===== config.mk =====
export PLATFORM = sky130hd
export DESIGN_NAME = pcd_regs
export DESIGN_NICKNAME = d
export VERILOG_FILES = /design/src/hw/pcd_pkg.sv /design/src/hw/pcd_regs.sv
export SDC_FILE = /design/constraint.sdc
export NUM_CORES = 1
export LEC_CHECK = 0
export ABC_AREA = 0
export BUFFER_PORTS_ARGS = -buffer_cell sky130_fd_sc_hd__buf_2
export CAP_MARGIN = 5
export CORE_UTILIZATION = 45
export DETAILED_ROUTE_END_ITERATION = 12
export MAX_ROUTING_LAYER = met4
export SLEW_MARGIN = 40
export SYNTH_ARGS = -nofsm -noshare
export SYNTH_HDL_FRONTEND = slang
export SYNTH_SLANG_ARGS = --single-unit

===== constraint.sdc =====
create_clock -name ref_clk -period 5 [get_ports ref_clk]
set_input_delay 0.75 -clock ref_clk [delete_from_list [all_inputs] [get_ports ref_clk]]
set_output_delay 0.75 -clock ref_clk [all_outputs]
set_load 0.01 [all_outputs]

===== src/hw/pcd_pkg.sv =====
package pcd_pkg;
    // ------------------------------------------------------------
    // register offsets
    // ------------------------------------------------------------
    localparam logic [5:0] ADDR_DEBUG = 6'h15;
    localparam logic [5:0] ADDR_SCRATCH = 6'h16;
    localparam logic [5:0] ADDR_UART = 6'h19;
    localparam logic [5:0] ADDR_IEN = 6'h1d;
    localparam logic [5:0] ADDR_ISTAT = 6'h20;
    localparam logic [5:0] ADDR_LATCH = 6'h21;
    localparam logic [5:0] ADDR_VRID = 6'h36;
    // ------------------------------------------------------------
    // field positions and writable masks
    // ------------------------------------------------------------
    localparam logic [7:0] UART_WMASK = 8'h0e;
    localparam logic [7:0] IEN_WMASK = 8'h23;
    localparam logic [7:0] VRID_WMASK = 8'h70;
    localparam int UART_GND = 1;
    localparam int UART_TX = 2;
    localparam int UART_RX = 3;
    localparam int IEN_RISE = 0;
    localparam int IEN_FALL = 1;
    localparam int IEN_RID = 5;
    localparam int VRID_GO = 4;
    localparam int VRID_IEN = 6;
    localparam int LATCH_FLOAT = 0;
    localparam int LATCH_RID = 3;
    localparam logic [7:0] RESET_BYTE = 8'h00;
    // ------------------------------------------------------------
    // timing
    // ------------------------------------------------------------
    localparam int MEAS_TIME_NS = 282000;
    localparam int CLK_PERIOD_NS = 8;
    localparam int MEAS_CYCLES = (MEAS_TIME_NS + CLK_PERIOD_NS - 1) / CLK_PERIOD_NS;
    // ------------------------------------------------------------
    // types
    // ------------------------------------------------------------
    typedef enum logic [1:0] {PCD_WR = 2'b00, PCD_SET = 2'b01, PCD_CLR = 2'b10} pcd_op_t;
    typedef enum logic {PCD_IDLE = 1'b0, PCD_RUN = 1'b1} pcd_meas_t;

    function automatic logic [7:0] pcd_apply(input logic [7:0] old, input logic [7:0] data,
                                             input pcd_op_t op);
        unique case (op)
            PCD_WR: pcd_apply = data;
            PCD_SET: pcd_apply = old | data;
            default: pcd_apply = old & ~data;
        endcase
    endfunction : pcd_apply
endpackage : pcd_pkg


===== src/hw/pcd_regs.sv =====
`timescale 1ns/1ps
module pcd_regs #(
    parameter int MEAS_CYCLES = pcd_pkg::MEAS_CYCLES
) (
    input wire logic ref_clk,
    input wire logic rst,
    input wire logic [5:0] reg_addr,
    input wire logic [7:0] reg_wdata,
    input wire logic reg_we,
    input wire logic reg_re,
    output logic [7:0] reg_rdata,
    input wire logic [1:0] line_state_pin,
    input wire logic ident_open_pin,
    input wire logic data0_pin,
    input wire logic dp_pin,
    input wire logic [2:0] meas_code_in,
    output logic id_pin_o,
    output logic id_pin_oe,
    output logic dm_o,
    output logic dm_oe,
    output logic data1_o,
    output logic measure_run,
    output logic alt_int
);
    localparam int CW = $clog2(MEAS_CYCLES + 1);

    generate
        if (MEAS_CYCLES < 1) begin : g_bad
            $error("MEAS_CYCLES must be at least 1");
        end
    endgenerate

    function automatic logic hit(input logic [5:0] a, input logic [5:0] base);
        hit = (a >= base) && (a <= base + 6'h02);
    endfunction : hit

    function automatic pcd_pkg::pcd_op_t op_of(input logic [5:0] a, input logic [5:0] base);
        logic [5:0] d;
        d = a - base;
        op_of = pcd_pkg::pcd_op_t'(d[1:0]);
    endfunction : op_of

    // ------------------------------------------------------------
    // pin synchronisers
    // ------------------------------------------------------------
    logic [7:0] sync1_q, sync2_q;
    logic [1:0] ls_s;
    logic open_s, data0_s, dp_s;
    logic [2:0] code_s;

    always_ff @(posedge ref_clk or posedge rst) begin
        if (rst) begin
            sync1_q <= 8'h00;
            sync2_q <= 8'h00;
        end else begin
            sync1_q <= {meas_code_in, dp_pin, data0_pin, ident_open_pin, line_state_pin};
            sync2_q <= sync1_q;
        end
    end
    assign ls_s = sync2_q[1:0];
    assign open_s = sync2_q[2];
    assign data0_s = sync2_q[3];
    assign dp_s = sync2_q[4];
    assign code_s = sync2_q[7:5];

    // ------------------------------------------------------------
    // registers and measurement
    // ------------------------------------------------------------
    logic [7:0] scratch_q, scratch_d, uart_q, uart_d, ien_q, ien_d, vrid_q, vrid_d;
    logic [7:0] latch_q, latch_d, rdata_q, rdata_d;
    logic [2:0] code_q, code_d;
    logic done_q, done_d, open_prev_q, alt_q, alt_d, dm_q, data1_q, data1_d;
    logic [CW-1:0] cnt_q, cnt_d;
    pcd_pkg::pcd_meas_t meas_q, meas_d;
    logic fin, float_evt, rid_evt, rid_en;

    assign rid_en = ien_q[pcd_pkg::IEN_RID] | vrid_q[pcd_pkg::VRID_IEN];
    assign float_evt = (ien_q[pcd_pkg::IEN_RISE] & open_s & ~open_prev_q)
                     | (ien_q[pcd_pkg::IEN_FALL] & ~open_s & open_prev_q);
    assign fin = (meas_q == pcd_pkg::PCD_RUN) && vrid_q[pcd_pkg::VRID_GO] && (cnt_q == '0);
    assign rid_evt = fin & ~done_q & rid_en;

    always_comb begin
        scratch_d = scratch_q;
        uart_d = uart_q;
        ien_d = ien_q;
        vrid_d = vrid_q;
        meas_d = meas_q;
        cnt_d = cnt_q;
        code_d = code_q;
        done_d = done_q;
        latch_d = latch_q;
        if (reg_we && hit(reg_addr, pcd_pkg::ADDR_SCRATCH)) begin
            scratch_d = pcd_pkg::pcd_apply(scratch_q, reg_wdata,
                                           op_of(reg_addr, pcd_pkg::ADDR_SCRATCH));
        end
        if (reg_we && hit(reg_addr, pcd_pkg::ADDR_UART)) begin
            uart_d = pcd_pkg::pcd_apply(uart_q, reg_wdata,
                                        op_of(reg_addr, pcd_pkg::ADDR_UART)) & pcd_pkg::UART_WMASK;
        end
        if (reg_we && hit(reg_addr, pcd_pkg::ADDR_IEN)) begin
            ien_d = pcd_pkg::pcd_apply(ien_q, reg_wdata,
                                       op_of(reg_addr, pcd_pkg::ADDR_IEN)) & pcd_pkg::IEN_WMASK;
        end
        if (reg_we && hit(reg_addr, pcd_pkg::ADDR_VRID)) begin
            vrid_d = pcd_pkg::pcd_apply(vrid_q, reg_wdata,
                                        op_of(reg_addr, pcd_pkg::ADDR_VRID)) & pcd_pkg::VRID_WMASK;
        end
        // clearing go mid-run abandons the measurement without a result
        unique case (meas_q)
            pcd_pkg::PCD_IDLE: begin
                if (vrid_q[pcd_pkg::VRID_GO]) begin
                    meas_d = pcd_pkg::PCD_RUN;
                    cnt_d = CW'(MEAS_CYCLES - 1);
                end
            end
            pcd_pkg::PCD_RUN: begin
                if (!vrid_q[pcd_pkg::VRID_GO] || fin) begin
                    meas_d = pcd_pkg::PCD_IDLE;
                end else begin
                    cnt_d = cnt_q - CW'(1);
                end
            end
        endcase
        if (reg_re && hit(reg_addr, pcd_pkg::ADDR_VRID)) begin
            done_d = 1'b0;
        end
        if (fin) begin
            vrid_d[pcd_pkg::VRID_GO] = 1'b0;
            code_d = code_s;
            done_d = 1'b1;
        end
        if (reg_re && reg_addr == pcd_pkg::ADDR_LATCH) begin
            latch_d = pcd_pkg::RESET_BYTE;
        end
        // a new event in the reading cycle is kept
        if (float_evt) begin
            latch_d[pcd_pkg::LATCH_FLOAT] = 1'b1;
        end
        if (rid_evt) begin
            latch_d[pcd_pkg::LATCH_RID] = 1'b1;
        end
    end

    // ------------------------------------------------------------
    // read path and pin outputs
    // ------------------------------------------------------------
    always_comb begin
        rdata_d = rdata_q;
        if (reg_re) begin
            if (reg_addr == pcd_pkg::ADDR_DEBUG) begin
                rdata_d = {6'h00, ls_s};
            end else if (hit(reg_addr, pcd_pkg::ADDR_SCRATCH)) begin
                rdata_d = scratch_q;
            end else if (hit(reg_addr, pcd_pkg::ADDR_UART)) begin
                rdata_d = uart_q;
            end else if (hit(reg_addr, pcd_pkg::ADDR_IEN)) begin
                rdata_d = ien_q;
            end else if (reg_addr == pcd_pkg::ADDR_ISTAT) begin
                rdata_d = {1'b0, done_q, code_q, 2'b00, open_s};
            end else if (reg_addr == pcd_pkg::ADDR_LATCH) begin
                rdata_d = latch_q;
            end else if (hit(reg_addr, pcd_pkg::ADDR_VRID)) begin
                rdata_d = vrid_q | {4'h0, done_q, code_q};
            end else begin
                rdata_d = 8'h00;
            end
        end
        alt_d = float_evt | rid_evt;
        // link must set routing before entering uart mode; idle-high keeps rx quiet
        data1_d = uart_q[pcd_pkg::UART_RX] ? dp_s : 1'b1;
    end

    always_ff @(posedge ref_clk or posedge rst) begin
        if (rst) begin
            scratch_q <= pcd_pkg::RESET_BYTE;
            uart_q <= pcd_pkg::RESET_BYTE;
            ien_q <= pcd_pkg::RESET_BYTE;
            vrid_q <= pcd_pkg::RESET_BYTE;
            latch_q <= pcd_pkg::RESET_BYTE;
            rdata_q <= pcd_pkg::RESET_BYTE;
            code_q <= 3'h0;
            done_q <= 1'b0;
            open_prev_q <= 1'b0;
            alt_q <= 1'b0;
            dm_q <= 1'b0;
            data1_q <= 1'b1;
            cnt_q <= '0;
            meas_q <= pcd_pkg::PCD_IDLE;
        end else begin
            scratch_q <= scratch_d;
            uart_q <= uart_d;
            ien_q <= ien_d;
            vrid_q <= vrid_d;
            latch_q <= latch_d;
            rdata_q <= rdata_d;
            code_q <= code_d;
            done_q <= done_d;
            open_prev_q <= open_s;
            alt_q <= alt_d;
            dm_q <= data0_s;
            data1_q <= data1_d;
            cnt_q <= cnt_d;
            meas_q <= meas_d;
        end
    end

    assign reg_rdata = rdata_q;
    assign id_pin_o = 1'b0;
    assign id_pin_oe = uart_q[pcd_pkg::UART_GND];
    assign dm_o = dm_q;
    assign dm_oe = uart_q[pcd_pkg::UART_TX];
    assign data1_o = data1_q;
    assign measure_run = (meas_q == pcd_pkg::PCD_RUN);
    assign alt_int = alt_q;
endmodule : pcd_regs

==> results.cfg, run 1 <==
[synthesis]
synth_nets = 354
netlist.area_leader.share = 0.500
synth-seq-cells = 68
synth_edf_count = 0
synthCells = 322
postSynth.asyncResetShare = 1.00
synthFlopType = dfrtp_1
synth_seq_area_share = 0.508
avgSynthCellArea_sq_um = 10.4
ys_warn_count = 0
synthDistinctLibCells = 76
yosys-top-cells-area = dfrtp_1, a21oi_1, nand2_1
synth_top_cell_by_area = dfrtp_1
syn_area_sq_mm = 0.00335

[floorplanning]
io_pins = 41
placeableCoreArea_sq_mm = 0.00721
chipWidth_um = 88.3
dieArea_sq_mm = 0.00780
die_h_um = 88.3
rows = 31
start_util = 0.464

[power_and_ir_drop]
vdd_drop_max_v = 0.000166
power-per-cell-area_mw_per_mm2 = 375
p_leak_uw = 0.00175

[final_layout]
final_cell_mix = dfrtp_1, buf_2, a21oi_1
final_common_cell = dfrtp_1
stdcell_area_sq_mm = 0.00388
drive_gt1_frac = 0.213
fin_nets = 394
areaGrowthSynthToFinish_pct = 15.9
diodes = 0

[clock_tree]
htree_levels = 3
cts_inserted_buffers = 9
cts_sinks = 68
cts_resized = 0
clkTransAtPathRegs_ns = 0.08
hold_buffers = 0
clockRootBuffer = clkbuf_8
cts_buffer_depth = 2
clk_latency_ns = 0.34
post_cts_buffers = 0
cts_tree = yes

[sta]
fin_crit_sh = 0.530
period_needed_ns = 2.65
setup_viol = 0
maxSlewHeadroom = 0.573
rsz0062_at_grt = false
hold_violations = 0
slew_viol_final = 0
tns_ns = 0
timing.fmax_mhz = 377
skew_ns = 0.00842
worst_pin_slew_ns = 0.635

[grt]
grt_use_total = 0.220
grt_pass1_wl_mm = 12.5
grt_max_degree = 69
first_global_vias = 2524
globalRouteOverflowTotal = 0
grt_antenna_before_repair = 0

[route]
ant_nets = 0
drc = 0
route.vias.total = 2636
avgViaCountPerCell = 5.67
drt-initial-drc-count = 207
dr.pass1.iters = 4
wl_per_cell_um = 16.5
routed_wl_mm = 7.66

[setup_path]
required_ns = 5.23
crit_family = adder cells
cp_data_arrival_time_ns = 2.88
cp_slowest_stage_delay_ns = 0.56
path_class = in -> reg
path_cells = buf_2 > inv_1 > ha_1 > or2_1 > a21oi_4 > nor2_2 > mux2_1 > a221o_1
end_kind = register
slowest_stage = ha_1
crit_path_start_kind = primary input
worst-path-buf-inv = 2
crit_path_max_fanout = 12

[run]
drv_cap = 0

[worst_hold_path]
hp-class = reg -> reg

[placement]
port_buffers = 39
gp_congestion = 0.876
placed_area_sq_mm = 0.00362
dp.final_hpwl_mm = 5.39

[run_status]
status = completed
## final timing paths
path,start,end,slack [ns],cells past startpoint
min in group asynchronous,rst,sync2_q[3]$_DFF_PP0_,0.55,3
max reg2reg,cnt_q[0]$_DFFE_PP0P_,code_q[0]$_DFFE_PP0P_,2.81,7
max in group asynchronous,rst,latch_q[0]$_DFFE_PP0P_,4.02,3
min,sync2_q[3]$_DFF_PP0_,dm_o$_DFF_PP0_,0.35,0
min reg2reg,sync2_q[3]$_DFF_PP0_,dm_o$_DFF_PP0_,0.35,0
max,reg_addr[0],reg_rdata[1]$_DFFE_PP0P_,2.35,8
## metrics by stage
| step | cells | hold WS [ns] | setup WS (ns) | power [uW] | util |
|---|---|---|---|---|---|
| 3_5_place_dp | 450 | 0.335 | 2.02 | 877 | 0.502 |
| 3_3_place_gp | 450 | 0.332 | 2.05 | 872 | 0.502 |
| 5_1_grt | 465 | 0.361 | 2.24 | 1530 | 0.539 |
| 2_1_floorplan | 322 | 0.331 | 2.54 | 804 | - |
| 4_1_cts | 465 | 0.351 | 2.35 | 1470 | 0.539 |
| 6_report | 465 | 0.351 | 2.35 | 1460 | 0.539 |
## logic make-up (layout without fill, tap and decap cells)
kind of cell,Yosys count,after routing,synth area share
AO/OA/AOI/OAI,112,112,0.227
AND/OR/NAND/NOR,89,89,0.161
flip-flops,68,68,0.508
buffers and inverters,32,76,0.0407
XOR/XNOR,8,8,0.0209
adder cells (fa/ha/maj),6,6,0.0224
multiplexers,6,6,0.0194
other,1,1,0.00112
## state kept, by name, summed over array words and instances, names as in the netlist
name         cells
alt_int          1
cnt_q           16
code_q           3
data1_o          1
dm_o             1
done_q           1
ien_q            3
latch_q          2
measure_run      1
open_prev_q      1
reg_rdata        8
scratch_q        8
sync1_q          8
sync2_q          8
uart_q           3
vrid_q           3
## power by group
part	internal [uW]	switching, uW	leakage (uW)
clock network	381	209	0.000129
registers	617	56.9	0.000832
logic	78.8	113	0.000787
total	1080	379	0.00175
## synthesized netlist by cell type, drive strengths merged (3+ instances only)
| library cell | number |
|---|---|
| ha | 6 |
| inv | 20 |
| o31ai | 4 |
| o41ai | 3 |
| or3 | 3 |
| dfrtp | 67 |
| nor4 | 4 |
| or2 | 3 |
| nor3 | 5 |
| nor2 | 14 |
| and3 | 3 |
| o21ai | 23 |
| nand2b | 4 |
| clkbuf | 5 |
| buf | 6 |
| a221o | 3 |
| nand2 | 33 |
| a21oi | 37 |
| xor2 | 8 |
| mux2 | 4 |
| nand3 | 3 |
| a31oi | 9 |
## layout make-up
| class | instances | area (sq um) |
|---|---|---|
| Clock buffer | 9 | 124 |
| Sequential cell | 68 | 1700 |
| Multi-Input combinational cell | 222 | 1510 |
| Timing Repair Buffer | 40 | 206 |
| Inverter | 21 | 78.8 |
| Clock inverter | 6 | 138 |
| Fill cell | 680 | 3330 |
| Tap cell | 99 | 124 |
## layer usage
layer / GRT usage / wire, um
met5: - / 0
met4: 0.107 / 177
met2: 0.346 / 3660
met3: 0.0373 / 299
met1: 0.276 / 3530
No activity file was read; power rests on OpenSTA's default activity.
==> run 2: changes to the inputs <==
- PLACE_DENSITY: unset -> 0.67
- clock period: 5 -> 2.4 ns (I/O delays scaled with it)
==> results.cfg, run 2 (same netlist as run 1, synthesis figures left out) <==
[run_status]
status = completed

[sta]
tns_ns = 0
hold_violations = 0
maxSlewHeadroom = 0.578
setup_viol = 0
slew_viol_final = 0
fin_crit_sh = 0.914
timing.fmax_mhz = 456
rsz0062_at_grt = false
skew_ns = 0.00714
fin_hold_ws_ns = 0.0809
period_needed_ns = 2.19
worst_pin_slew_ns = 0.630
finalWorstSetupSlack_ns = 0.206

[setup_path]
crit_path_max_fanout = 6
cp_data_arrival_time_ns = 2.41
crit_path_start_kind = register
path_class = reg -> reg
end_kind = register
required_ns = 2.62

[clock_tree]
clk_latency_ns = 0.34
cts_tree = yes
cts_sinks = 68
cts_inserted_buffers = 9
clkTransAtPathRegs_ns = 0.07
cts_resized = 0
clockRootBuffer = clkbuf_8
cts_buffer_depth = 2
hold_buffers = 0
htree_levels = 3
post_cts_buffers = 0

[final_layout]
top_register = cnt_q
final_common_cell = dfrtp_1
areaGrowthSynthToFinish_pct = 16.8
final_core_util = 0.542
largest_register_ffs = 16
drive_gt1_frac = 0.225
final_cell_mix = dfrtp_1, buf_2, a21oi_1
fin_nets = 400
diodes = 0

[route]
drc = 0
dr.pass1.iters = 5
drt-initial-drc-count = 148
avgViaCountPerCell = 5.73
routed_wl_mm = 7.62
ant_nets = 0
route.vias.total = 2704
wl_per_cell_um = 16.1

[floorplanning]
dieArea_sq_mm = 0.00780
die_h_um = 88.3
io_pins = 41
chipWidth_um = 88.3
rows = 31
start_util = 0.464
placeableCoreArea_sq_mm = 0.00721

[grt]
grt_use_total = 0.217
grt_antenna_before_repair = 0
grt_max_degree = 43
grt_pass1_wl_mm = 12.3
globalRouteOverflowTotal = 0
first_global_vias = 2512

[run]
drv_cap = 0

[power_and_ir_drop]
netSwitchingFraction = 0.268
p_leak_uw = 0.00177
p_int_uw = 2130
power-per-cell-area_mw_per_mm2 = 743
share_seq_of_total_power = 0.482
clock_power_share = 0.378
p_comb_frac = 0.140
vdd_drop_max_v = 0.000389
power.switching_uw = 781
totalPowerFinal_uw = 2910

[worst_hold_path]
hp-class = in -> async

[placement]
port_buffers = 39
dp.final_hpwl_mm = 5.53
dpl_worst_slack_ns = 0.209
gp_congestion = 0.925
## run 2: cell count changes in the layout (fill, tap and decap cells not counted), sizes merged
cell	change
clkinvlp	+1
buf	+6
clkbuf	+4
clkinv	-2
bufinv	-2
## run 2: power groups by stage
stage               Sequential (uW)  Combinational [uW]  Clock [uW]
floorplan                      1400                 276           0
global placement               1410                 398           0
detailed placement             1420                 408           0
CTS                            1400                 411        1120
global route                   1420                 464        1180
finish                         1400                 407        1100
## run 2: area by class of cell
cell class | count | area (sq um)
clock buffer | 13 | 169
tap | 99 | 124
timing repair buffer | 46 | 260
clock inverter | 3 | 67.6
inverter | 21 | 78.8
multi-input combinational | 222 | 1510
fill | 661 | 3300
sequential | 68 | 1700
## run 2: layer usage
layer	part of all wire	track usage	vias up
met5	0	-	-
met4	0.010	0.0572	0
met1	0.46	0.275	1356
li1	-	-	1271
met2	0.49	0.357	67
met3	0.045	0.0448	10
## run 2: worst paths after layout
| kind | depth (start not counted) | slack [ns] | start | to |
|---|---|---|---|---|
| min in group ref_clk | 1 | 0.12 | line_state_pin[1] | sync1_q[1]$_DFF_PP0_ |
| max reg2reg | 7 | 0.21 | cnt_q[0]$_DFFE_PP0P_ | code_q[1]$_DFFE_PP0P_ |
| min reg2reg | 0 | 0.35 | sync2_q[3]$_DFF_PP0_ | dm_o$_DFF_PP0_ |
| max in group asynchronous | 3 | 1.69 | rst | vrid_q[6]$_DFFE_PP0P_ |
| min | 2 | 0.08 | rst | reg_rdata[7]$_DFFE_PP0P_ |
| max | 7 | 0.21 | cnt_q[0]$_DFFE_PP0P_ | code_q[1]$_DFFE_PP0P_ |
## run 2: stage by stage
stage                     cells  cell area [sq um]
final                       472               3910
after global routing        472               3910
after CTS                   472               3910
after detailed placement    456               3680
after global placement      456               3680
after floorplan             322               3350
## run 2: critical path, cell delays in order, from the launching register on
cell	delay [ns]
dfrtp_1	0.41
inv_1	0.09
ha_1	0.19
or3b_1	0.46
or2_4	0.31
nor2_2	0.13
nand2_2	0.14
mux2_1	0.34
==> run 3: changes to the inputs <==
- PLACE_DENSITY: 0.67 -> unset
- PLACE_DENSITY_LB_ADDON: unset -> 0.15
==> results.cfg, run 3 (same netlist as run 1, synthesis figures left out) <==
[setup_path]
crit_path_max_fanout = 6
cp_data_arrival_time_ns = 2.34
rrSetupSlack_ns = 0.28
path_class = reg -> reg
rr_startpoint = cnt_q[0]$_DFFE_PP0P_
crit_path_start_kind = register
required_ns = 2.62
r2r-end = code_q[1]$_DFFE_PP0P_
rr_worst_depth = 7
end_kind = register

[final_layout]
multi_input_comb_area_sq_mm = 0.00151
regArea_sq_mm = 0.00170
fillers = 679
largest_register_ffs = 16
top_register = cnt_q
drive_gt1_frac = 0.223
fin_cells = 471
final_common_cell = dfrtp_1
diodes = 0
areaGrowthSynthToFinish_pct = 15.3
fin_nets = 399
final_cell_mix = dfrtp_1, buf_2, a21oi_1

[placement]
dp.final_hpwl_mm = 5.31
port_buffers = 39
place_inst = 455
gp_congestion = 0.883

[sta]
slew_viol_final = 0
skew_ns = 0.00487
hold_violations = 0
timing.fmax_mhz = 471
fin_crit_sh = 0.884
setup_viol = 0
maxSlewHeadroom = 0.605
worst_pin_slew_ns = 0.588
period_needed_ns = 2.12
rsz0062_at_grt = false
tns_ns = 0

[clock_tree]
hold_buffers = 0
cts_sinks = 68
cts_resized = 0
cts_inserted_buffers = 9
clk_latency_ns = 0.34
post_cts_buffers = 0
cts_buffer_depth = 2
clockRootBuffer = clkbuf_8
cts_tree = yes
htree_levels = 3
clkTransAtPathRegs_ns = 0.07

[route]
route.vias.total = 2631
drt-initial-drc-count = 153
drc = 0
ant_nets = 0
routed_wl_mm = 7.38
wl_per_cell_um = 15.7
dr.pass1.iters = 4
avgViaCountPerCell = 5.59

[power_and_ir_drop]
power-per-cell-area_mw_per_mm2 = 704
totalPowerFinal_uw = 2720
p_leak_uw = 0.00173
vdd_drop_max_v = 0.000407

[floorplanning]
start_util = 0.464
io_pins = 41
rows = 31
placeableCoreArea_sq_mm = 0.00721
die_h_um = 88.3
chipWidth_um = 88.3
dieArea_sq_mm = 0.00780

[run_status]
status = completed

[grt]
grt_use_met1 = 0.274
grt_util_met3 = 0.0466
grt_use_total = 0.218
globalRouteOverflowTotal = 0
grt_util_met2 = 0.341
grt_antenna_before_repair = 0
grt_max_degree = 69
first_global_vias = 2520
top_usage_layer = met2
grt_pass1_wl_mm = 12.4

[worst_hold_path]
hp-class = in -> async

[run]
drv_cap = 0
==> run 3: final cells by class <==
cell class	count	share of cell area
well taps	99	0.0321
clock inverters	6	0.0168
clock buffers	10	0.0330
multi-input cells	222	0.391
inverters	21	0.0204
repair buffers	45	0.0654
flip-flops and latches	68	0.441
==> run 3: worst max-delay path, cell delays in order (launching register included) <==
cell and delay [ns]:
dfrtp_1 0.40, inv_1 0.09, ha_1 0.18, or3b_1 0.46
or2_4 0.31, nor2_2 0.12, nand2_2 0.12, mux2_1 0.33
==> run 3: per-stage QoR <==
stage	instance area [sq um]	util	hold WS (ns)	setup slack [ns]
after CTS	3860	0.535	0.0821	0.265
after global placement	3670	0.509	0.331	0.243
after floorplan	3350	-	0.331	0.330
after global routing	3860	0.535	0.0915	0.106
after detailed placement	3670	0.509	0.336	0.171
final	3860	0.535	0.0834	0.278
==> run 3: how the worst max path moves through the flow <==
stage,depth (start not counted),end,slack [ns],start
2_1_floorplan,1,alt_int$_DFF_PP0_,0.33,rst
3_3_place_gp,8,reg_rdata[1]$_DFFE_PP0P_,0.24,reg_addr[0]
3_5_place_dp,8,reg_rdata[1]$_DFFE_PP0P_,0.17,reg_addr[0]
4_1_cts,7,code_q[2]$_DFFE_PP0P_,0.27,cnt_q[0]$_DFFE_PP0P_
5_1_grt,7,cnt_q[11]$_DFFE_PP0P_,0.11,cnt_q[0]$_DFFE_PP0P_
6_report,7,code_q[1]$_DFFE_PP0P_,0.28,cnt_q[0]$_DFFE_PP0P_
==> run 3: where the power goes <==
part | internal (uW) | leakage [uW] | switching [uW] | total, uW
combinational | 170 | 0.000817 | 234 | 403
sequential | 1290 | 0.000832 | 111 | 1400
clock | 478 | 0.0000845 | 440 | 917
total | 1930 | 0.00173 | 785 | 2720
==> run 3: routing by layer <==
layer / share of wire / routed length, um
met5: 0 / 0
met1: 0.45 / 3340
met3: 0.041 / 303
met4: 0.010 / 76
met2: 0.50 / 3660
